`src/rtl/cbb_pkg.sv`:
```
// Shared constants, opcodes and types of the branch and boolean core
package cbb_pkg;

  // ----------------------------------------------------------------
  // Core registers in the direct address space
  // ----------------------------------------------------------------
  localparam logic [7:0] SFR_STACK_TOP = 8'h81;
  localparam logic [7:0] SFR_PTR_LOW = 8'h82;
  localparam logic [7:0] SFR_PTR_HIGH = 8'h83;
  localparam logic [7:0] SFR_ACCUM = 8'hE0;
  localparam logic [7:0] STACK_TOP_RST = 8'h07;
  localparam logic [7:0] PTR_RST = 8'h00;
  localparam logic [7:0] ACCUM_RST = 8'h00;
  localparam logic [15:0] PC_RST = 16'h0000;
  localparam logic [3:0] BIT_RAM_BASE = 4'h2;
  localparam logic [1:0] WAIT_MAX_DEF = 2'h2;

  // ----------------------------------------------------------------
  // Opcodes
  // ----------------------------------------------------------------
  localparam logic [7:0] OP_IDLE = 8'h00;
  localparam logic [7:0] OP_IDLE_ALT = 8'hA5;
  localparam logic [7:0] OP_BIT_SET_CY = 8'hD3;
  localparam logic [7:0] OP_BIT_SET_DIR = 8'hD2;
  localparam logic [7:0] OP_BIT_INV_CY = 8'hB3;
  localparam logic [7:0] OP_BIT_INV_DIR = 8'hB2;
  localparam logic [7:0] OP_AND_CY_BIT = 8'h82;
  localparam logic [7:0] OP_AND_CY_NBIT = 8'hB0;
  localparam logic [7:0] OP_OR_CY_BIT = 8'h72;
  localparam logic [7:0] OP_OR_CY_NBIT = 8'hA0;
  localparam logic [7:0] OP_MOVE_BIT_CY = 8'hA2;
  localparam logic [7:0] OP_MOVE_CY_BIT = 8'h92;
  localparam logic [7:0] OP_BR_CY = 8'h40;
  localparam logic [7:0] OP_BR_NCY = 8'h50;
  localparam logic [7:0] OP_BR_BIT = 8'h20;
  localparam logic [7:0] OP_BR_NBIT = 8'h30;
  localparam logic [7:0] OP_BR_BIT_CLR = 8'h10;
  localparam logic [4:0] OP_PAGE_CALL = 5'h11;
  localparam logic [4:0] OP_PAGE_JUMP = 5'h01;
  localparam logic [7:0] OP_FAR_CALL = 8'h12;
  localparam logic [7:0] OP_FAR_JUMP = 8'h02;
  localparam logic [7:0] OP_SUB_EXIT = 8'h22;
  localparam logic [7:0] OP_IRQ_EXIT = 8'h32;
  localparam logic [7:0] OP_SHORT_BR = 8'h80;
  localparam logic [7:0] OP_JUMP_IND = 8'h73;
  localparam logic [7:0] OP_BR_ZERO = 8'h60;
  localparam logic [7:0] OP_BR_NZERO = 8'h70;
  localparam logic [7:0] OP_CMP_ACC_DIR = 8'hB5;
  localparam logic [7:0] OP_CMP_ACC_IMM = 8'hB4;
  localparam logic [6:0] OP_CMP_IDX = 7'h5B;
  localparam logic [4:0] OP_CMP_BANK = 5'h17;
  localparam logic [4:0] OP_COUNT_BANK = 5'h1B;
  localparam logic [7:0] OP_COUNT_DIR = 8'hD5;

  // ----------------------------------------------------------------
  // Instruction classes and their timing
  // ----------------------------------------------------------------
  typedef enum logic [4:0] {
    CL_IDLE, CL_CY, CL_BIT, CL_BR_CY, CL_BR_BIT, CL_PCALL, CL_PJUMP,
    CL_FCALL, CL_FJUMP, CL_EXIT, CL_SHORT, CL_IND, CL_BR_ACC,
    CL_CMP_AD, CL_CMP_AI, CL_CMP_RN, CL_CMP_RI, CL_CNT_RN, CL_CNT_D
  } cbb_cls_t;

  // Byte count, step of decision, last step when taken, branch kind
  typedef struct packed {
    logic [1:0] nbytes;
    logic [2:0] eval;
    logic [2:0] last;
    logic branch;
  } cbb_time_t;

  // Last step of a taken branch excludes the flash wait cycles
  function automatic cbb_time_t cbb_timing(input cbb_cls_t cls);
    case (cls)
      CL_BIT: return '{2'h2, 3'h1, 3'h1, 1'b0};
      CL_BR_CY, CL_PCALL, CL_PJUMP, CL_SHORT, CL_BR_ACC, CL_CNT_RN:
        return '{2'h2, 3'h1, 3'h3, 1'b1};
      CL_BR_BIT, CL_FCALL, CL_FJUMP, CL_CMP_RN, CL_CNT_D:
        return '{2'h3, 3'h2, 3'h4, 1'b1};
      CL_EXIT: return '{2'h1, 3'h2, 3'h5, 1'b1};
      CL_IND: return '{2'h1, 3'h0, 3'h2, 1'b1};
      CL_CMP_AD, CL_CMP_RI: return '{2'h3, 3'h3, 3'h5, 1'b1};
      CL_CMP_AI: return '{2'h3, 3'h2, 3'h5, 1'b1};
      default: return '{2'h1, 3'h0, 3'h0, 1'b0};
    endcase
  endfunction

endpackage

```
`src/rtl/cbb_regs.sv`:
```
// Stack top, data pointer and accumulator registers of the core
module cbb_regs (
  input wire logic clock_i,
  input wire logic resetn_i,
  input wire logic [7:0] addr_i,
  input wire logic direct_i,
  input wire logic wr_i,
  input wire logic [7:0] wdata_i,
  input wire logic push_i,
  input wire logic pop_i,
  output logic hit_o,
  output logic [7:0] rdata_o,
  output logic [7:0] stack_top_o,
  output logic [15:0] ptr_o,
  output logic [7:0] accum_o
);

  logic [7:0] stack_top_q;
  logic [7:0] ptr_low_q;
  logic [7:0] ptr_high_q;
  logic [7:0] accum_q;
  logic hit_sp_w;
  logic hit_dl_w;
  logic hit_dh_w;
  logic hit_acc_w;

  // ---------------------------------------------------------------
  // Address decode; indirect accesses never reach these registers
  // ---------------------------------------------------------------
  assign hit_sp_w = direct_i && (addr_i == cbb_pkg::SFR_STACK_TOP);
  assign hit_dl_w = direct_i && (addr_i == cbb_pkg::SFR_PTR_LOW);
  assign hit_dh_w = direct_i && (addr_i == cbb_pkg::SFR_PTR_HIGH);
  assign hit_acc_w = direct_i && (addr_i == cbb_pkg::SFR_ACCUM);
  assign hit_o = hit_sp_w || hit_dl_w || hit_dh_w || hit_acc_w;
  assign rdata_o = hit_sp_w ? stack_top_q :
                   hit_dl_w ? ptr_low_q :
                   hit_dh_w ? ptr_high_q :
                   hit_acc_w ? accum_q : 8'h00;
  assign stack_top_o = stack_top_q;
  assign ptr_o = {ptr_high_q, ptr_low_q};
  assign accum_o = accum_q;

  // Stack top: push and pop never meet a direct write in one cycle
  always_ff @(posedge clock_i) begin
    if (!resetn_i) begin
      stack_top_q <= cbb_pkg::STACK_TOP_RST;
    end else if (push_i) begin
      stack_top_q <= stack_top_q + 8'h01;
    end else if (pop_i) begin
      stack_top_q <= stack_top_q - 8'h01;
    end else if (wr_i && hit_sp_w) begin
      stack_top_q <= wdata_i;
    end
  end

  // Pointer halves and accumulator, byte writes only
  always_ff @(posedge clock_i) begin
    if (!resetn_i) begin
      ptr_low_q <= cbb_pkg::PTR_RST;
      ptr_high_q <= cbb_pkg::PTR_RST;
      accum_q <= cbb_pkg::ACCUM_RST;
    end else if (wr_i) begin
      if (hit_dl_w) ptr_low_q <= wdata_i;
      if (hit_dh_w) ptr_high_q <= wdata_i;
      if (hit_acc_w) accum_q <= wdata_i;
    end
  end

endmodule

```
`src/rtl/cbb_core.sv`:
```
// Sequencer for boolean-on-carry and program branching instructions

// How it works
// - Direct bit with carry forms take two bytes and two clocks.
// - Set and invert of carry alone take one byte, one clock.
// - Carry branches: two bytes, two clocks idle, four to six taken.
// - Bit branches: three bytes, three or five to seven; clear variant clears bit.
// - Page call and jump replace low eleven bits of next address.
// - Far call and jump load a full sixteen-bit target, five to seven clocks.
// - Subroutine and interrupt exits are one byte, six to eight clocks.
// - Relative offset is signed, added to address of the next instruction.
// - Indirect jump goes to accumulator plus pointer, three to five clocks.
// - Accumulator zero branches test for zero, two or four to six clocks.
// - Compare branch jumps when operands differ; three bytes, listed counts.
// - Count-down branch decrements register or byte, jumps while nonzero.
// - Idle opcode and spare opcode both take one byte, one clock.
// - Taken counts stretch within ranges by the flash read timing setting.
// - Bank operands pick R0-R7 of current bank; indirect uses R0 or R1.
// - Direct addresses below 0x80 hit data RAM, above hit SFRs.
// - Pointer low and high bytes form the indirect pointer, both reset zero.
// - Stack top increments before each stored byte.
// - Stack top resets to 0x07.
// - Accumulator sits at its SFR address, bit addressable, resets zero.
// - Two-bit bank select picks one of four eight-byte banks.
module cbb_core #(
  parameter int unsigned WAIT_MAX = 2
) (
  input wire logic clock_i,
  input wire logic resetn_i,
  output logic [15:0] code_addr_o,
  output logic code_rd_o,
  input wire logic [7:0] code_data_i,
  output logic [7:0] data_addr_o,
  output logic data_rd_o,
  output logic data_wr_o,
  output logic [7:0] data_wdata_o,
  output logic data_sfr_o,
  input wire logic [7:0] data_rdata_i,
  input wire logic carry_i,
  output logic carry_wr_o,
  output logic carry_o,
  input wire logic [1:0] bank_select_i,
  input wire logic [1:0] flash_read_timing_i,
  output logic instr_end_o,
  output logic irq_exit_o,
  output logic [7:0] stack_top_o,
  output logic [15:0] indirect_pointer_o,
  output logic [7:0] arith_result_o
);

  // ---------------------------------------------------------------
  // Elaboration check
  // ---------------------------------------------------------------
  // Wait count extra_w is two bits wide: no more than 3 waits can be added
  if (WAIT_MAX > 3) begin : g_bad_wait
    $error("WAIT_MAX above 3 cannot be served");
  end

  typedef enum logic [2:0] {
    WK_NONE, WK_BIT, WK_DEC, WK_PUSH_LO, WK_PUSH_HI
  } cbb_wkind_t;

  logic [15:0] pc_q;
  logic [3:0] step_q;
  logic [3:0] last_q;
  logic [7:0] opc_q;
  logic [7:0] b1_q;
  logic [7:0] b2_q;
  logic [7:0] ptr_q;
  logic [7:0] hi_q;
  logic [15:0] tgt_q;
  logic [15:0] ret_q;
  cbb_pkg::cbb_cls_t cls_q;

  cbb_pkg::cbb_cls_t cls_w;
  cbb_pkg::cbb_time_t tm_w;
  logic [7:0] opc_w;
  logic [7:0] b1_w;
  logic [7:0] b2_w;
  logic [7:0] rel_w;
  logic fetch_w;
  logic at_eval_w;
  logic past_eval_w;
  logic go_w;
  logic taken_w;
  logic fin_w;
  logic [15:0] pc_seq_w;
  logic [15:0] rel_tgt_w;
  logic [15:0] target_w;
  logic [1:0] extra_w;
  logic [7:0] acc_addr;
  logic acc_rd;
  logic acc_ind;
  cbb_wkind_t acc_kind;
  logic regs_hit_w;
  logic [7:0] regs_rdata_w;
  logic [7:0] rd_w;
  logic [7:0] bit_byte_w;
  logic [7:0] bit_mask_w;
  logic bit_val_w;
  logic bit_new_w;
  logic bit_wr_w;
  logic wr_w;
  logic [7:0] wdata_w;
  logic [7:0] dec_w;
  logic [7:0] cmp_a_w;
  logic [7:0] cmp_b_w;
  logic [7:0] bank_rn_w;
  logic [7:0] bank_ri_w;

  // ---------------------------------------------------------------
  // Decode
  // ---------------------------------------------------------------
  // Anything outside this block's set runs as a one-clock idle
  function automatic cbb_pkg::cbb_cls_t decode(input logic [7:0] op);
    if (op[4:0] == cbb_pkg::OP_PAGE_CALL) return cbb_pkg::CL_PCALL;
    if (op[4:0] == cbb_pkg::OP_PAGE_JUMP) return cbb_pkg::CL_PJUMP;
    if (op[7:1] == cbb_pkg::OP_CMP_IDX) return cbb_pkg::CL_CMP_RI;
    if (op[7:3] == cbb_pkg::OP_CMP_BANK) return cbb_pkg::CL_CMP_RN;
    if (op[7:3] == cbb_pkg::OP_COUNT_BANK) return cbb_pkg::CL_CNT_RN;
    case (op)
      cbb_pkg::OP_BIT_SET_CY, cbb_pkg::OP_BIT_INV_CY:
        return cbb_pkg::CL_CY;
      cbb_pkg::OP_BIT_SET_DIR, cbb_pkg::OP_BIT_INV_DIR,
      cbb_pkg::OP_AND_CY_BIT, cbb_pkg::OP_AND_CY_NBIT,
      cbb_pkg::OP_OR_CY_BIT, cbb_pkg::OP_OR_CY_NBIT,
      cbb_pkg::OP_MOVE_BIT_CY, cbb_pkg::OP_MOVE_CY_BIT:
        return cbb_pkg::CL_BIT;
      cbb_pkg::OP_BR_CY, cbb_pkg::OP_BR_NCY: return cbb_pkg::CL_BR_CY;
      cbb_pkg::OP_BR_BIT, cbb_pkg::OP_BR_NBIT, cbb_pkg::OP_BR_BIT_CLR:
        return cbb_pkg::CL_BR_BIT;
      cbb_pkg::OP_FAR_CALL: return cbb_pkg::CL_FCALL;
      cbb_pkg::OP_FAR_JUMP: return cbb_pkg::CL_FJUMP;
      cbb_pkg::OP_SUB_EXIT, cbb_pkg::OP_IRQ_EXIT: return cbb_pkg::CL_EXIT;
      cbb_pkg::OP_SHORT_BR: return cbb_pkg::CL_SHORT;
      cbb_pkg::OP_JUMP_IND: return cbb_pkg::CL_IND;
      cbb_pkg::OP_BR_ZERO, cbb_pkg::OP_BR_NZERO: return cbb_pkg::CL_BR_ACC;
      cbb_pkg::OP_CMP_ACC_DIR: return cbb_pkg::CL_CMP_AD;
      cbb_pkg::OP_CMP_ACC_IMM: return cbb_pkg::CL_CMP_AI;
      cbb_pkg::OP_COUNT_DIR: return cbb_pkg::CL_CNT_D;
      default: return cbb_pkg::CL_IDLE;
    endcase
  endfunction

  // Step 0 decodes the opcode straight off the code bus
  assign opc_w = (step_q == 4'h0) ? code_data_i : opc_q;
  assign cls_w = (step_q == 4'h0) ? decode(code_data_i) : cls_q;
  assign tm_w = cbb_pkg::cbb_timing(cls_w);
  assign b1_w = (step_q == 4'h1) ? code_data_i : b1_q;
  assign b2_w = (step_q == 4'h2) ? code_data_i : b2_q;

  // ---------------------------------------------------------------
  // Step control
  // ---------------------------------------------------------------
  assign fetch_w = step_q < {2'h0, tm_w.nbytes};
  assign at_eval_w = step_q == {1'b0, tm_w.eval};
  assign past_eval_w = step_q > {1'b0, tm_w.eval};
  assign pc_seq_w = fetch_w ? pc_q + 16'h0001 : pc_q;
  assign go_w = tm_w.branch && taken_w;
  assign fin_w = at_eval_w ? !go_w : (past_eval_w && step_q == last_q);
  assign extra_w = (flash_read_timing_i > 2'(WAIT_MAX)) ?
                   2'(WAIT_MAX) : flash_read_timing_i;
  assign code_addr_o = pc_q;
  assign code_rd_o = fetch_w;
  assign instr_end_o = fin_w;
  assign irq_exit_o = fin_w && (opc_w == cbb_pkg::OP_IRQ_EXIT);

  // ---------------------------------------------------------------
  // Targets
  // ---------------------------------------------------------------
  // Offset is the last instruction byte, sign extended
  assign rel_w = (tm_w.nbytes == 2'h2) ? b1_w : b2_w;
  assign rel_tgt_w = pc_seq_w + {{8{rel_w[7]}}, rel_w};
  always_comb begin
    case (cls_w)
      cbb_pkg::CL_PCALL, cbb_pkg::CL_PJUMP:
        target_w = {pc_seq_w[15:11], opc_w[7:5], b1_w};
      cbb_pkg::CL_FCALL, cbb_pkg::CL_FJUMP:
        target_w = {b1_w, b2_w};
      cbb_pkg::CL_EXIT: target_w = {hi_q, rd_w};
      cbb_pkg::CL_IND:
        target_w = {8'h00, arith_result_o} + indirect_pointer_o;
      default: target_w = rel_tgt_w;
    endcase
  end

  // ---------------------------------------------------------------
  // Conditions
  // ---------------------------------------------------------------
  assign dec_w = rd_w - 8'h01;
  assign cmp_a_w = (cls_w == cbb_pkg::CL_CMP_AD ||
                    cls_w == cbb_pkg::CL_CMP_AI) ? arith_result_o : rd_w;
  assign cmp_b_w = (cls_w == cbb_pkg::CL_CMP_AD) ? rd_w : b1_w;
  always_comb begin
    case (cls_w)
      cbb_pkg::CL_BR_CY: taken_w = carry_i ^ opc_w[4];
      cbb_pkg::CL_BR_BIT:
        taken_w = (opc_w == cbb_pkg::OP_BR_NBIT) ? !bit_val_w
                                                   : bit_val_w;
      cbb_pkg::CL_BR_ACC:
        taken_w = (arith_result_o == 8'h00) ^ opc_w[4];
      cbb_pkg::CL_CMP_AD, cbb_pkg::CL_CMP_AI, cbb_pkg::CL_CMP_RN,
      cbb_pkg::CL_CMP_RI: taken_w = cmp_a_w != cmp_b_w;
      cbb_pkg::CL_CNT_RN, cbb_pkg::CL_CNT_D:
        taken_w = dec_w != 8'h00;
      default: taken_w = 1'b1;
    endcase
  end

  // ---------------------------------------------------------------
  // Data access per step
  // ---------------------------------------------------------------
  assign bank_rn_w = {3'h0, bank_select_i, opc_w[2:0]};
  assign bank_ri_w = {3'h0, bank_select_i, 2'h0, opc_w[0]};
  // Bit area 0x20-0x2F below 0x80, SFR bits on eight-aligned bytes
  assign bit_byte_w = b1_w[7] ? {b1_w[7:3], 3'h0}
                              : {cbb_pkg::BIT_RAM_BASE, b1_w[6:3]};
  always_comb begin
    acc_addr = 8'h00;
    acc_rd = 1'b0;
    acc_ind = 1'b0;
    acc_kind = WK_NONE;
    case (cls_w)
      cbb_pkg::CL_BIT, cbb_pkg::CL_BR_BIT: begin
        acc_addr = bit_byte_w;
        acc_rd = at_eval_w;
        acc_kind = at_eval_w ? WK_BIT : WK_NONE;
      end
      cbb_pkg::CL_CMP_AD, cbb_pkg::CL_CMP_RN: begin
        acc_addr = (cls_w == cbb_pkg::CL_CMP_AD) ? b1_w : bank_rn_w;
        acc_rd = at_eval_w;
      end
      cbb_pkg::CL_CMP_RI: begin
        // Pointer register first, then the byte it points at
        acc_addr = at_eval_w ? ptr_q : bank_ri_w;
        acc_ind = at_eval_w;
        acc_rd = at_eval_w || step_q == 4'h1;
      end
      cbb_pkg::CL_CNT_RN, cbb_pkg::CL_CNT_D: begin
        acc_addr = (cls_w == cbb_pkg::CL_CNT_D) ? b1_w : bank_rn_w;
        acc_rd = at_eval_w;
        acc_kind = at_eval_w ? WK_DEC : WK_NONE;
      end
      cbb_pkg::CL_PCALL, cbb_pkg::CL_FCALL: begin
        acc_addr = stack_top_o + 8'h01;
        acc_ind = 1'b1;
        if (step_q == {1'b0, tm_w.eval} + 4'h1) acc_kind = WK_PUSH_LO;
        if (step_q == {1'b0, tm_w.eval} + 4'h2) acc_kind = WK_PUSH_HI;
      end
      cbb_pkg::CL_EXIT: begin
        acc_addr = stack_top_o;
        acc_ind = 1'b1;
        acc_rd = step_q == 4'h1 || step_q == 4'h2;
      end
      default: acc_kind = WK_NONE;
    endcase
  end

  // Internal registers answer direct accesses, the rest go out
  cbb_regs u_regs (
    .clock_i(clock_i),
    .resetn_i(resetn_i),
    .addr_i(acc_addr),
    .direct_i(!acc_ind),
    .wr_i(wr_w),
    .wdata_i(wdata_w),
    .push_i(acc_kind == WK_PUSH_LO || acc_kind == WK_PUSH_HI),
    .pop_i(cls_w == cbb_pkg::CL_EXIT && acc_rd),
    .hit_o(regs_hit_w),
    .rdata_o(regs_rdata_w),
    .stack_top_o(stack_top_o),
    .ptr_o(indirect_pointer_o),
    .accum_o(arith_result_o)
  );

  assign rd_w = regs_hit_w ? regs_rdata_w : data_rdata_i;
  assign bit_mask_w = 8'h01 << b1_w[2:0];
  assign bit_val_w = (rd_w & bit_mask_w) != 8'h00;
  // Only set, invert, move-to-bit and a set tested bit store back
  assign bit_new_w = (opc_w == cbb_pkg::OP_BIT_SET_DIR) ? 1'b1 :
                     (opc_w == cbb_pkg::OP_BIT_INV_DIR) ? !bit_val_w :
                     (opc_w == cbb_pkg::OP_MOVE_CY_BIT) ? carry_i : 1'b0;
  assign bit_wr_w = (opc_w == cbb_pkg::OP_BIT_SET_DIR) ||
                    (opc_w == cbb_pkg::OP_BIT_INV_DIR) ||
                    (opc_w == cbb_pkg::OP_MOVE_CY_BIT) ||
                    (opc_w == cbb_pkg::OP_BR_BIT_CLR && bit_val_w);
  assign wr_w = (acc_kind == WK_BIT) ? bit_wr_w : (acc_kind != WK_NONE);
  assign wdata_w = (acc_kind == WK_BIT) ?
                     (bit_new_w ? rd_w | bit_mask_w : rd_w & ~bit_mask_w) :
                   (acc_kind == WK_DEC) ? dec_w :
                   (acc_kind == WK_PUSH_LO) ? ret_q[7:0] : ret_q[15:8];
  assign data_addr_o = acc_addr;
  assign data_rd_o = acc_rd && !regs_hit_w;
  assign data_wr_o = wr_w && !regs_hit_w;
  assign data_wdata_o = wdata_w;
  assign data_sfr_o = !acc_ind && acc_addr[7];

  // ---------------------------------------------------------------
  // Carry updates
  // ---------------------------------------------------------------
  always_comb begin
    carry_wr_o = 1'b0;
    carry_o = carry_i;
    case (opc_w)
      cbb_pkg::OP_BIT_SET_CY: carry_o = 1'b1;
      cbb_pkg::OP_BIT_INV_CY: carry_o = !carry_i;
      cbb_pkg::OP_AND_CY_BIT: carry_o = carry_i & bit_val_w;
      cbb_pkg::OP_AND_CY_NBIT: carry_o = carry_i & !bit_val_w;
      cbb_pkg::OP_OR_CY_BIT: carry_o = carry_i | bit_val_w;
      cbb_pkg::OP_OR_CY_NBIT: carry_o = carry_i | !bit_val_w;
      cbb_pkg::OP_MOVE_BIT_CY: carry_o = bit_val_w;
      default: carry_o = cmp_a_w < cmp_b_w;
    endcase
    if (at_eval_w) begin
      case (cls_w)
        cbb_pkg::CL_CY: carry_wr_o = 1'b1;
        cbb_pkg::CL_BIT: carry_wr_o = !bit_wr_w;
        cbb_pkg::CL_CMP_AD, cbb_pkg::CL_CMP_AI, cbb_pkg::CL_CMP_RN,
        cbb_pkg::CL_CMP_RI: carry_wr_o = 1'b1;
        default: carry_wr_o = 1'b0;
      endcase
    end
  end

  // ---------------------------------------------------------------
  // Sequencer registers
  // ---------------------------------------------------------------
  // Program counter: next byte, or the target on a taken last step
  always_ff @(posedge clock_i) begin
    if (!resetn_i) begin
      pc_q <= cbb_pkg::PC_RST;
      step_q <= 4'h0;
    end else begin
      pc_q <= (fin_w && !at_eval_w) ? tgt_q : pc_seq_w;
      step_q <= fin_w ? 4'h0 : step_q + 4'h1;
    end
  end

  // Instruction bytes captured as they stream in
  always_ff @(posedge clock_i) begin
    if (!resetn_i) begin
      opc_q <= 8'h00;
      cls_q <= cbb_pkg::CL_IDLE;
      b1_q <= 8'h00;
      b2_q <= 8'h00;
    end else begin
      opc_q <= opc_w;
      cls_q <= cls_w;
      b1_q <= b1_w;
      b2_q <= b2_w;
    end
  end

  // Decision step fixes the target and the length of the taken path
  always_ff @(posedge clock_i) begin
    if (!resetn_i) begin
      tgt_q <= 16'h0000;
      ret_q <= 16'h0000;
      last_q <= 4'h0;
      ptr_q <= 8'h00;
      hi_q <= 8'h00;
    end else begin
      if (at_eval_w) begin
        tgt_q <= target_w;
        ret_q <= pc_seq_w;
        last_q <= {1'b0, tm_w.last} + {2'h0, extra_w};
      end
      if (cls_w == cbb_pkg::CL_CMP_RI && step_q == 4'h1) ptr_q <= rd_w;
      if (cls_w == cbb_pkg::CL_EXIT && step_q == 4'h1) hi_q <= rd_w;
    end
  end

endmodule

```
`config.mk`:
```
export PLATFORM = sky130hd
export DESIGN_NAME = cbb_core
export DESIGN_NICKNAME = d
export VERILOG_FILES = /design/src/rtl/cbb_pkg.sv /design/src/rtl/cbb_regs.sv /design/src/rtl/cbb_core.sv
export SDC_FILE = /design/constraint.sdc
export NUM_CORES = 1
export LEC_CHECK = 0
export CAP_MARGIN = 5
export CORE_MARGIN = 3
export CORE_UTILIZATION = 40
export DETAILED_ROUTE_END_ITERATION = 8
export DONT_BUFFER_PORTS = 1
export MAX_ROUTING_LAYER = met4
export PLACE_DENSITY_LB_ADDON = 0.08
export SYNTH_ARGS = -nofsm -noshare
export SYNTH_HDL_FRONTEND = slang
export SYNTH_SLANG_ARGS = --single-unit
```
`constraint.sdc`:
```
create_clock -name clock_i -period 34.6 [get_ports clock_i]
set_input_delay 8.65 -clock clock_i [delete_from_list [all_inputs] [get_ports clock_i]]
set_output_delay 8.65 -clock clock_i [all_outputs]
set_load 0.02 [all_outputs]
```
======== Word level (Yosys, flattened, before mapping) ========
Memory sizes are Yosys's and may differ from the RTL's.
Cells that the tools add are included.
operators by class
  $add $sub $neg .......................... 10
  $mul .................................... 0
  divide/modulo/power cells ............... 0
  magnitude comparators ................... 4
  equal/unequal tests ..................... 77
  shift operators ......................... 1
  mux-type cells .......................... 71
  bitwise operators ....................... 11
  reductions and logical operators ........ 59
operator list
  operator                                           count
  == test 8 bit (second input constant)              26
  2-to-1 mux 8 bit                                   22
  case mux 5 bit (13 select lines)                   1
  case mux 16 bit (4 select lines)                   1
  == test 8 x 7 -> 1 bit (second input constant)     7
  2-to-1 mux 5 bit                                   11
  == test 8 x 6 -> 1 bit (second input constant)     6
  case mux 8 bit (6 select lines)                    1
  == test 5 x 4 -> 1 bit (second input constant)     7
  2-to-1 mux 16 bit                                  2
  == test 5 bit (second input constant)              6
  == test 8 x 5 -> 1 bit (second input constant)     3
  2-to-1 mux 1 bit                                   23
  OR reduction 2 bit                                 11
  == test 5 x 3 -> 1 bit (second input constant)     4
  adder 16 x 1 -> 16 bit (second input constant)     1
  adder 16 bit                                       1
  adder 8 x 16 -> 16 bit                             1
  AND 8 bit                                          2
  logical AND 1 bit                                  16
  nonzero test 8 bit                                 2
  subtractor 8 x 1 -> 8 bit (second input constant)  2
  == test 4 bit                                      3
  == test 5 x 1 -> 1 bit (second input constant)     2
  45 further kinds                                   72
word-level totals
  bits in registers ....................... 133
  latch bits .............................. 0
  memory bits (writable) .................. 0
  bits in read-only memories .............. 256
  bits of input ports ..................... 23
  output and inout port bits .............. 72
  logic and storage cells ................. 249
  memories kept ........................... 1
memories
  name             depth  bits a word  rd ports  clocked after Yosys merged registers in  write ports  line           source
  (no name shown)  32     8            1         0                                        0            cbb_pkg.sv:74  case (cls)

======== Logic depth before layout (Yosys ltp) ========
Gate-level depths: netlist (run 1).
An unclocked memory read counts as a cell.
  depth after elaboration ................. 39
  depth in mapped cells ................... 40
  mapped depth without buffers ............ 35

======== Modules after synthesis ========
A second synthesis (run 1) with hierarchy kept.
unflattened totals
  cells, all modules ...................... 1,378
  area total of the unflattened synthesis .. 10,695.3 um^2
by module, submodules not included
  module    times used  cells an instance  area an instance (um^2)  seq. area each (um^2)
  cbb_core  1           1,139              8,720.9                  2,021.9
  cbb_regs  1           239                1,974.4                  640.6

======== Worst setup path before layout (run 1) ========
OpenSTA, ideal clock, no wires.
  path type ............................... input-to-output
  start point ............................. in code_data_i[5]
  end point ............................... out irq_exit_o
  arrival ................................. 15.966 ns
  required time ........................... 25.950 ns
  path slack .............................. 9.984 ns
  stages .................................. 32
  path buffers ............................ 4
  cells stage by stage .................... clkbuf_1 -> or3b_2 -> a21boi_0 -> o21ai_0 -> a211o_1 -> a21oi_1 -> inv_1 -> ha_1 -> clkbuf_1 -> nor2_1 -> nor2_1 -> o21ai_1 -> ha_1 -> nand4bb_1 -> clkbuf_1 -> mux2i_1 -> nor3_1 -> o21ai_0 -> o2111ai_1 -> or4_1 -> a21o_1 -> a221o_1 -> buf_2 -> mux2_2 -> ha_1 -> nand4_1 -> nor2_1 -> nor2_1 -> nor2_1 -> o211ai_1 -> o31ai_4 -> and3_1
on the way
  word-level cells in the longest chain between the ends .. 32
RTL lines
  item                                                                               line             source
  start: declaration                                                                 cbb_core.sv:32   input wire logic [7:0] code_data_i,
  == test 5 bit                                                                      cbb_core.sv:120  if (op[7:3] == cbb_pkg::OP_COUNT_BANK) return cbb_pkg::CL_CNT_RN;
  2-to-1 mux 1 bit (2 in a row)                                                      cbb_core.sv:120
  2-to-1 mux 1 bit                                                                   cbb_core.sv:119  if (op[7:3] == cbb_pkg::OP_CMP_BANK) return cbb_pkg::CL_CMP_RN;
  2-to-1 mux 1 bit                                                                   cbb_core.sv:118  if (op[7:1] == cbb_pkg::OP_CMP_IDX) return cbb_pkg::CL_CMP_RI;
  2-to-1 mux 1 bit                                                                   cbb_core.sv:117  if (op[4:0] == cbb_pkg::OP_PAGE_JUMP) return cbb_pkg::CL_PJUMP;
  2-to-1 mux 5 bit                                                                   cbb_core.sv:121  case (op)
  2-to-1 mux 5 bit                                                                   cbb_core.sv:120
  2-to-1 mux 5 bit *                                                                 cbb_core.sv:119
  (+3 left out)                                                                      n/a
  via cls_w[1]                                                                       cbb_core.sv:75   cbb_pkg::cbb_cls_t cls_w;
  (+4 left out)                                                                      n/a
  via data_addr_o[4]                                                                 cbb_core.sv:33   output logic [7:0] data_addr_o,
  (+6 left out)                                                                      n/a
  2-to-1 mux 8 bit *                                                                 cbb_core.sv:276  assign rd_w = regs_hit_w ? regs_rdata_w : data_rdata_i;
  parallel branches: the longest is 4 deep, another holds subtractor 8 x 1 -> 8 bit  n/a
  case mux 1 bit (5 select lines) *                                                  cbb_core.sv:195  case (cls_w)
  logical AND 1 bit *                                                                cbb_core.sv:159  assign go_w = tm_w.branch && taken_w;
  zero test 1 bit *                                                                  cbb_core.sv:160  assign fin_w = at_eval_w ? !go_w : (past_eval_w && step_q == last_q);
  2-to-1 mux 1 bit *                                                                 cbb_core.sv:160
  via instr_end_o                                                                    cbb_core.sv:44   output logic instr_end_o,
  logical AND 1 bit *                                                                cbb_core.sv:166  assign irq_exit_o = fin_w && (opc_w == cbb_pkg::OP_IRQ_EXIT);
  end: declaration                                                                   cbb_core.sv:45   output logic irq_exit_o,
Mark *: on every way through the listed nets, which the timed path passes. The select of a mux whose other input is x is not followed.

======== Final worst setup path (run 1) ========
  start point ............................. in code_data_i[0]
  end point ............................... out irq_exit_o
on the way
  word-level cells in the longest chain between the ends .. 31
RTL lines
  item                                                                                      line             source
  parallel branches: the longest is 9 deep, another holds case mux 5 bit (13 select lines)  n/a
  2-to-1 mux 5 bit *                                                                        cbb_core.sv:117
  2-to-1 mux 5 bit *                                                                        cbb_core.sv:147  assign cls_w = (step_q == 4'h0) ? decode(code_data_i) : cls_q;
  via cls_w[1]                                                                              cbb_core.sv:75
  memory (32 x 8 bit)                                                                       n/a
  == test 4 x 3 -> 1 bit                                                                    cbb_core.sv:156  assign at_eval_w = step_q == {1'b0, tm_w.eval};
  2-to-1 mux 8 bit                                                                          cbb_core.sv:235  acc_addr = at_eval_w ? ptr_q : bank_ri_w;
  case mux 8 bit (6 select lines) *                                                         cbb_core.sv:223  case (cls_w)
  via data_addr_o[0]                                                                        cbb_core.sv:33
  (+6 left out)                                                                             n/a
  2-to-1 mux 8 bit *                                                                        cbb_core.sv:276
  parallel branches: the longest is 4 deep, another holds subtractor 8 x 1 -> 8 bit         n/a
  case mux 1 bit (5 select lines) *                                                         cbb_core.sv:195
  logical AND 1 bit *                                                                       cbb_core.sv:159
  zero test 1 bit *                                                                         cbb_core.sv:160
  2-to-1 mux 1 bit *                                                                        cbb_core.sv:160
  via instr_end_o                                                                           cbb_core.sv:44
  logical AND 1 bit *                                                                       cbb_core.sv:166
Marked as above.

==> run metrics, run 1 <==
status complete, no violations; worst-path fanout max 25; Max Cap Violations 0; routed vias/inst 6.48; element type at the critical path start primary input; Ports 95; Max Clk Rate 37.7 MHz; Cell Pwr Density 106 nW/µm²; sw frac 0.562; Rel. slew slack 0.149; internal power about 0.54 mW; Die X-Extent about 170 µm; Initial Utilization 0.409; synth warn 0; Reg area 2660 µm²; Final GP Congestion about 0.98; Worst-Margin Slew 1.28 ns; WP data required approximately 26 ns; RSZ-0062 raised after global routing no; Max Slew Vio Count 0; TNS Setup 0 ns; vias in the first global route between 10k and 15k; hold crit path type register to register; largest net degree at the start of global routing 84; CP max stage delay 0.92 ns; CTS root buffer clkbuf_16; syn_nets 1525; Post-synth EDFFs 0; gr usage total 0.320; switching power 0.695 mW; Via Count 11.4k; CTS tree built; drt drc 0; Final Cycle Share 0.767; post-DP HPWL 34400 µm; Crit-path slowest cell o32ai_1; drt total wl 46000 µm; synthesis-stage register bit count 133; Hold-fix buffers, CTS 0; clock network power share 0.156; crit path capture type output port; first-pass GRT wire length between 60000 and 70000 µm; GR Overflow Total 0; clock sinks 133; TritonCTS buffer count 17; htree depth 4; Port Buffers 0; syn avg cell area between 7 and 8 µm²; antenna viol nets, final 0; CTS Buffer Depth 2; Synth Flop Type dfxtp_1; Leak 4.46 nW; CP Class primary input to output port; overall power between 1 and 1.5 mW; Comb power frac 0.667; share of cells above drive strength 1 0.0819; initial antenna violation count 1; Worst Clk Skew 0.0238 ns; synth unique cells 92; Worst-path clk slew around 0.070 ns; sequential share of power 0.177; area grow syn2layout 8.48%; Data arrival, critical path 17.89 ns; Hold Vio Cnt, Final 0; post-layout min period 26.54 ns; Routed wire per std cell 26.2 µm; total core area 26300 µm²; post-CTS setup buffer count 0; Die ar. 28900 µm²; VDD IR-drop max 0.0807 mV; Layout Nets 1482; row count 59; die span in y 170 µm; Cells after Synth between 1k and 1.5k; first-pass iteration count of the detailed router 7; CTS-repair resized insts 0; 1st-iter DRT viols 1191; Post-synth ARST share 0; clk_lat worst skew 0.45 ns; CP dominant cell by count nor2_1; post-synthesis sequential area ratio 0.247; Post-Syn Area approximately 11000 µm²; Multi-input gate area 7460 µm²; Setup Viol. Count Final 0; fillers 2728
-- worst max-delay path: cells and delay by family --
kind | cells | cell delay (ns)
AO/OA/AOI/OAI | 9 | 3.41
AND/OR/NAND/NOR | 16 | 3.64
buffers and inverters | 4 | 1.14
adder cells (fa/ha/maj) | 3 | 1.00
-- cell usage in the layout (no fill, tap or decap), drive strengths merged, types with 13 or more instances in the layout --
cell | Yosys | layout
nand4 | 16 | 16
nor2b | 17 | 17
buf | 29 | 39
nor3 | 50 | 50
a211oi | 52 | 52
ha | 53 | 53
nor4 | 16 | 16
clkbuf | 72 | 17
dfxtp | 133 | 133
nand2 | 108 | 108
nor2 | 183 | 183
nand2b | 13 | 13
a31oi | 22 | 22
xnor2 | 44 | 44
o22ai | 20 | 20
o211ai | 26 | 26
a21oi | 95 | 95
o21ai | 92 | 92
and3 | 19 | 19
mux2i | 46 | 46
nand3 | 55 | 55
xor2 | 20 | 20
inv | 59 | 67
-- routing by layer --
metal | vias to the layer above | GRT usage | wire (µm)
met1 | 5447 | 0.428 | 20100
met3 | 108 | 0.0499 | 3490
met2 | 548 | 0.490 | 20600
met5 | - | - | 0
met4 | 0 | 0.117 | 1830
li1 | 5255 | - | -
-- worst paths after layout --
kind,startpoint,end,slack (ns),cells past startpoint
setup / recovery,code_data_i[0],irq_exit_o,8.06,32
hold / removal,tgt_q[13],tgt_q[13],0.46,2
setup reg to reg,step_q[1],step_q[3],24.78,35
hold reg to reg,tgt_q[13],tgt_q[13],0.46,2
-- cell type report --
type                            instances  share of cell area
Multi-Input combinational cell       1152               0.639
Sequential cell                       133               0.228
Clock buffer                           17              0.0364
Tap cell                              335              0.0359
Timing Repair Buffer                   39              0.0251
Inverter                               60              0.0194
Clock inverter                         15              0.0154
Antenna cell                            1            0.000214
-- power by group through the flow --
stage | logic, mW | registers, mW | clock network, mW
after global placement | 0.807 | 0.221 | 0
after floorplan | 0.572 | 0.209 | 0
after CTS | 0.810 | 0.218 | 0.196
after detailed placement | 0.806 | 0.221 | 0
after global routing | 0.887 | 0.221 | 0.201
final | 0.823 | 0.218 | 0.193
-- cell usage after synthesis, drive strengths merged (8+ instances only) --
| cell | count | area [µm²] |
|---|---|---|
| a211oi | 52 | 395 |
| a21o | 10 | 75.1 |
| a21oi | 95 | 483 |
| a221oi | 12 | 105 |
| a22oi | 12 | 95.1 |
| a31oi | 22 | 144 |
| and3 | 19 | 119 |
| buf | 29 | 155 |
| clkbuf | 72 | 270 |
| dfxtp | 133 | 2660 |
| ha | 53 | 663 |
| inv | 59 | 221 |
| mux2 | 11 | 124 |
| mux2i | 46 | 464 |
| nand2 | 108 | 405 |
| nand2b | 13 | 81.3 |
| nand3 | 55 | 275 |
| nand4 | 16 | 100 |
| nor2 | 183 | 689 |
| nor2b | 17 | 106 |
| nor3 | 50 | 250 |
| nor4 | 16 | 100 |
| o211ai | 26 | 195 |
| o21ai | 92 | 464 |
| o21bai | 10 | 78.8 |
| o221ai | 10 | 93.8 |
| o22ai | 20 | 125 |
| o2bb2ai | 8 | 70.1 |
| o31ai | 8 | 73.8 |
| or3 | 12 | 75.1 |
| xnor2 | 44 | 385 |
| xor2 | 20 | 175 |
-- stage by stage --
step           area [µm²]  hold WS, ns  setup slack (ns)   util  instances
2_1_floorplan       10800        0.432              9.98      -       1446
3_3_place_gp        11100        0.444              8.56  0.421       1719
3_5_place_dp        11100        0.447              8.29  0.421       1719
4_1_cts             11700        0.457              8.20  0.444       1751
5_1_grt             11700        0.487              7.36  0.444       1752
6_report            11700        0.458              8.06  0.444       1752
-- cell families (layout without fill, tap and decap cells) --
logic type,count (synthesis),in the layout,synth area share
flops,133,133,0.247
other cells,0,1,0
compound gates,441,441,0.279
simple gates,534,534,0.239
xor+xnor,64,64,0.0521
mux,57,57,0.0547
fa+ha+maj,56,56,0.0672
buf+inv,161,131,0.0605
(Power assumes the default switching activity.)
==> inputs of run 2 (changes only) <==
==> constraint.sdc (replaced) <==
create_clock -name clock_i -period 23.3 [get_ports clock_i]
set_input_delay 5.825 -clock clock_i [delete_from_list [all_inputs] [get_ports clock_i]]
set_output_delay 5.825 -clock clock_i [all_outputs]
set_load 0.02 [all_outputs]
==> run 2 against run 1 <==
Sequential power up 49%. Clock skew shrank 0.0078 ns. Final area is 0.26% higher. Via count decreased by 0.92%. Wire length is 0.36% lower. Die area unchanged. Worst hold slack is essentially flat. Largest power group unchanged. Clock power increased by 62%. Sequential share of layout area is 0.058 points lower. Highest routed layer unchanged.
==> run metrics, run 2 (same netlist as run 1, synthesis figures left out) <==
drt drc 0 (unchanged); CP max stage delay 0.88 ns (-0.04 ns); WP data required 17.48 ns (-8.47 ns); CTS tree built; CP Class primary input to output port; R2R Path Start step_q[1]; row count 59 (unchanged); Routed wire per std cell 26.2 µm (-0.24%); 1st-iter DRT viols 1284 (+7.8%); first-pass GRT wire length 67300 µm (-1.3%); routed vias/inst 6.43 (-0.81%); DP Worst Slack 2.59 ns (-5.70 ns); htree depth 4 (unchanged); reg-to-reg endpoint step_q[2]; Port Buffers 0 (unchanged); Max Cap Violations 0 (unchanged); antenna viol nets, final 0 (unchanged); drt total wl 45800 µm (-0.36%); worst reg2reg path depth 34 (-2.9%); VDD IR-drop max 0.121 mV (+50%); Setup WS post-layout 2.39 ns (-5.67 ns); Hold Vio Cnt, Final 0 (unchanged); Max Clk Rate 47.8 MHz; HP Start tgt_q[13]; most common cell after layout, fill and taps aside nor2_1; gr usage total 0.316 (-0.00432); Die ar. 28900 µm² (unchanged); Setup Viol. Count Final 0 (unchanged); most frequent cells in the layout nor2_1, dfxtp_1, nand2_1; first-pass iteration count of the detailed router 5 (-2); die span in y 170 µm (unchanged); Hold EP tgt_q[13]; TNS Setup 0 ns (unchanged); TritonCTS buffer count 17 (unchanged); Hold-fix buffers, CTS 0 (unchanged); GRT met3 Usage 0.0395 (-0.0105); Worst Clk Skew 0.0160 ns (-0.00779 ns); crit path capture type output port; fillers 2758 (+1.1%); hold depth 2 (unchanged); post-CTS setup buffer count 0 (unchanged); area grow syn2layout 8.76%; vias in the first global route 10.3k (-2.8%); clk_lat worst skew 0.43 ns (-0.02 ns); final core occ 0.445 (+0.00114); largest net degree at the start of global routing 76 (-9.5%); met1 Use GR 0.430 (+0.00191); clock sinks 133 (unchanged); CTS-repair resized insts 0 (unchanged); Crit-path slowest cell o32ai_1; Max Slew Vio Count 0 (unchanged); total core area 26300 µm² (unchanged); CP dominant cell by count nor2_1; element type at the critical path start primary input; status complete, no violations; M2 GR Usage 0.486 (-0.00348); Via Count 11.3k (-0.92%); RSZ-0062 raised after global routing no; Final GP Congestion 0.978 (+0.18%); GR Overflow Total 0 (unchanged); worst-path fanout max 26 (+4.0%); Worst-Margin Slew 1.27 ns (-0.00140 ns); post-DP HPWL 34300 µm (-0.45%); hold slack final 0.459 ns (+0.000201 ns); Multi-input gate area 7460 µm² (unchanged); Data arrival, critical path 15.09 ns (-2.80 ns); Layout Nets 1480 (-0.13%); Ports 95 (unchanged); Die X-Extent 170 µm (unchanged); CTS root buffer clkbuf_16; share of cells above drive strength 1 0.0806 (-0.00130); hold crit path type register to register; Worst R2R Setup Slack 13.54 ns (-11.24 ns); Final Cycle Share 0.897; Cell Pwr Density 159 nW/µm² (+50%); post-layout min period 20.91 ns; GRT busiest layer met2; Leak 4.48 nW (+0.36%); Reg area 2660 µm² (unchanged); initial antenna violation count 1 (unchanged); Initial Utilization 0.409 (unchanged); CTS Buffer Depth 2 (unchanged); Worst-path clk slew 0.07 ns (about the same); Rel. slew slack 0.150 (+0.000933)
run 2: cell types whose count changed in the layout (fill, tap and decap cells not counted):
cell / change
inv_8: -4
bufinv_16: +3
inv_6: +3
buf_4: -2
clkinv_8: -2
clkbuf_8: +1
clkinvlp_4: -1
run 2: routing by layer:
layer / up-vias / routed length (µm)
met5: - / 0
met4: 0 / 1380
met3: 73 / 2870
met2: 456 / 20700
met1: 5482 / 20900
li1: 5242 / -
run 2: how the worst max path moves through the flow:
stage	startpoint	endpoint	depth (start not counted)
floorplan	code_data_i[5]	irq_exit_o	32
global placement	code_data_i[0]	irq_exit_o	31
detailed placement	code_data_i[0]	irq_exit_o	31
CTS	code_data_i[0]	irq_exit_o	31
global route	code_data_i[3]	irq_exit_o	31
finish	code_data_i[0]	irq_exit_o	31
run 2: power by group:
group          switching, mW  internal (mW)
Combinational          0.846          0.373
Clock                  0.127          0.186
Sequential            0.0505          0.273
Total                   1.02          0.833
run 2: per-stage QoR:
stage | std cells | instance area, µm² | power [mW]
floorplan | 1446 | 10800 | 1.16
global placement | 1717 | 11000 | 1.52
detailed placement | 1717 | 11000 | 1.52
CTS | 1749 | 11700 | 1.84
global route | 1750 | 11700 | 1.96
finish | 1750 | 11700 | 1.86
run 2: cell type report:
class / instances / area share
tap: 335 / 0.0358
inverter: 60 / 0.0194
multi-input combinational: 1152 / 0.638
clock buffer: 18 / 0.0375
clock inverter: 14 / 0.0181
timing repair buffer: 37 / 0.0237
antenna: 1 / 0.000214
sequential: 133 / 0.228
run 2: critical path, delay by kind of cell:
kind | cells | cell delay [ns]
AOI/OAI and AO/OA | 9 | 3.29
adders and majority gates | 3 | 1.26
buffers and inverters | 3 | 0.92
and+or+nand+nor | 16 | 3.73
==> inputs of run 3 (changes only) <==
--- a/config.mk
+++ b/config.mk
@@ -6,6 +6,7 @@
 export NUM_CORES = 1
 export LEC_CHECK = 0
 export CAP_MARGIN = 5
+export CORE_ASPECT_RATIO = 0.8
 export CORE_MARGIN = 3
 export CORE_UTILIZATION = 40
 export DETAILED_ROUTE_END_ITERATION = 8
==> run 3 against run 2 <==
Final area is 0.60% lower. Via count increased by 0.26%. Fmax about the same. Non-clock buffer count is 3 lower. Utilization shrank 0.46 points. Sequential share of layout area grew 0.14 points. Critical endpoint unchanged. Highest routed layer unchanged.
==> run metrics, run 3 (same netlist as run 1, synthesis figures left out) <==
Worst R2R Setup Slack 13.48 ns (-0.06 ns); VDD IR-drop max 0.150 mV (+24%); TNS Setup 0 ns (unchanged); GR Overflow Total 0 (unchanged); M2 GR Usage 0.429 (-0.0579); Routed wire per std cell 25.7 µm (-1.9%); Layout Nets 1477 (-0.20%); Initial Utilization 0.408 (-0.00175); element type at the critical path start primary input; initial antenna violation count 2 (+1); post-CTS setup buffer count 0 (unchanged); Comb power frac 0.670 (+0.013); RSZ-0062 raised after global routing no; largest net degree at the start of global routing 75 (-1.3%); Setup WS post-layout 2.38 ns (-0.00914 ns); vias in the first global route 10.1k (-1.1%); CTS Buffer Depth 2 (unchanged); Crit-path slowest cell o2bb2ai_1; Max Cap Violations 0 (unchanged); Worst-Margin Slew 1.42 ns (+0.140 ns); sequential share of power 0.179 (+0.004); Via Count 11.3k (+0.26%); Port Buffers 0 (unchanged); Hold Vio Cnt, Final 0 (unchanged); CP Class primary input to output port; DP Worst Slack 2.64 ns (+0.0478 ns); CP dominant cell by count nor2_1; Worst-path clk slew 0.06 ns (about the same); Worst Setup SP code_data_i[0]; TritonCTS buffer count 17 (unchanged); clk_lat worst skew 0.44 ns (about the same); Setup Viol. Count Final 0 (unchanged); first-pass GRT wire length 67700 µm (+0.62%); Data arrival, critical path 15.09 ns (about the same); hold depth 2 (unchanged); 1st-iter DRT viols 1330 (+3.6%); antenna viol nets, final 0 (unchanged); first-pass iteration count of the detailed router 6 (+1); Final GP Congestion 0.980 (+0.16%); sw frac 0.553 (+0.00214); WP data required 17.48 ns (about the same); GRT met3 Usage 0.0791 (+0.0396); post-layout min period 20.92 ns (+0.00914 ns); final core occ 0.441 (-0.00456); routed vias/inst 6.38 (-0.82%); met1 Use GR 0.459 (+0.0293); Hold-fix buffers, CTS 0 (unchanged); drt drc 0 (unchanged); Final Cycle Share 0.898 (about the same); internal power 0.804 mW (-3.5%); row count 53 (-10%); Worst Clk Skew 0.0109 ns (-0.00516 ns); status complete, no violations; CP max stage delay 1.10 ns (+0.22 ns); CTS root buffer clkbuf_16; worst reg2reg path depth 34 (unchanged); most common cell after layout, fill and taps aside nor2_1; switching power 0.996 mW (-2.6%); clock sinks 133 (unchanged); total core area 26400 µm² (+0.43%); worst-path fanout max 25 (-3.8%); GRT busiest layer met1; fillers 2757 (-0.036%); fin area 11600 µm² (-0.60%); Rel. slew slack 0.0565 (-0.0937); Ports 95 (unchanged); CTS tree built; Max Clk Rate 47.8 MHz (about the same); R2R Path Start step_q[1]; dpl cell area 11100 µm² (about the same); drt total wl 45400 µm (-0.79%); share of cells above drive strength 1 0.0780 (-0.00261); die span in y 153 µm (-10%); hold crit path type register to register; HP Start tgt_q[11]; gr usage total 0.315 (about the same); post-DP HPWL 34100 µm (-0.65%); clock network power share 0.151 (-0.018); Die ar. 28900 µm² (about the same); htree depth 4 (unchanged); Die X-Extent 189 µm (+11%); crit path capture type output port; Leak 4.43 nW (-1.1%); Max Slew Vio Count 0 (unchanged); most frequent cells in the layout nor2_1, dfxtp_1, nand2_1; Cell Pwr Density 155 nW/µm² (-2.4%); CTS-repair resized insts 0 (unchanged); area grow syn2layout 8.11%
-- run 3: changes by cell type in the layout (fill, tap and decap cells not counted), sizes merged --
cell / before / now
bufinv: 4 / 2
buf: 37 / 34
diode: 1 / 2
clkinvlp: 1 / 3
clkinv: 3 / 9
inv: 66 / 59
-- run 3: layout make-up --
| class | count | area, µm² | share of cell area |
|---|---|---|---|
| Sequential cell | 133 | 2660 | 0.229 |
| Inverter | 60 | 226 | 0.0195 |
| Clock inverter | 13 | 134 | 0.0115 |
| Clock buffer | 18 | 439 | 0.0378 |
| Tap cell | 357 | 447 | 0.0384 |
| Multi-Input combinational cell | 1152 | 7460 | 0.642 |
| Antenna cell | 2 | 5.00 | 0.000430 |
| Timing Repair Buffer | 34 | 255 | 0.0219 |
-- run 3: layer usage --
metal	part of all wire	routed length, µm
met2	0.41	18600
met5	0	0
met4	0.023	1050
met3	0.094	4270
met1	0.47	21500
-- run 3: path summary, 6_finish.rpt --
check / to
worst max-delay path: irq_exit_o
worst min-delay path: tgt_q[11]
worst max register to register: step_q[2]
worst min register to register: tgt_q[11]
-- run 3: metrics by stage --
stage | power (mW) | hold slack [ns] | instances
global placement | 1.50 | 0.444 | 1736
finish | 1.80 | 0.454 | 1769
floorplan | 1.16 | 0.432 | 1446
detailed placement | 1.50 | 0.447 | 1736
global route | 1.91 | 0.486 | 1769
CTS | 1.78 | 0.455 | 1767
-- run 3: power groups by stage --
stage	logic, mW	registers [mW]	clock network (mW)
2_1_floorplan	0.849	0.311	0
3_3_place_gp	1.18	0.327	0
3_5_place_dp	1.18	0.327	0
4_1_cts	1.18	0.322	0.276
5_1_grt	1.30	0.328	0.288
6_report	1.21	0.323	0.271
-- run 3: worst max-delay path, delay by kind of cell --
kind | cells | cell delay (ns)
AOI/OAI and AO/OA | 10 | 3.66
adders and majority gates | 3 | 1.23
buffers and inverters | 3 | 0.97
and+or+nand+nor | 15 | 3.36
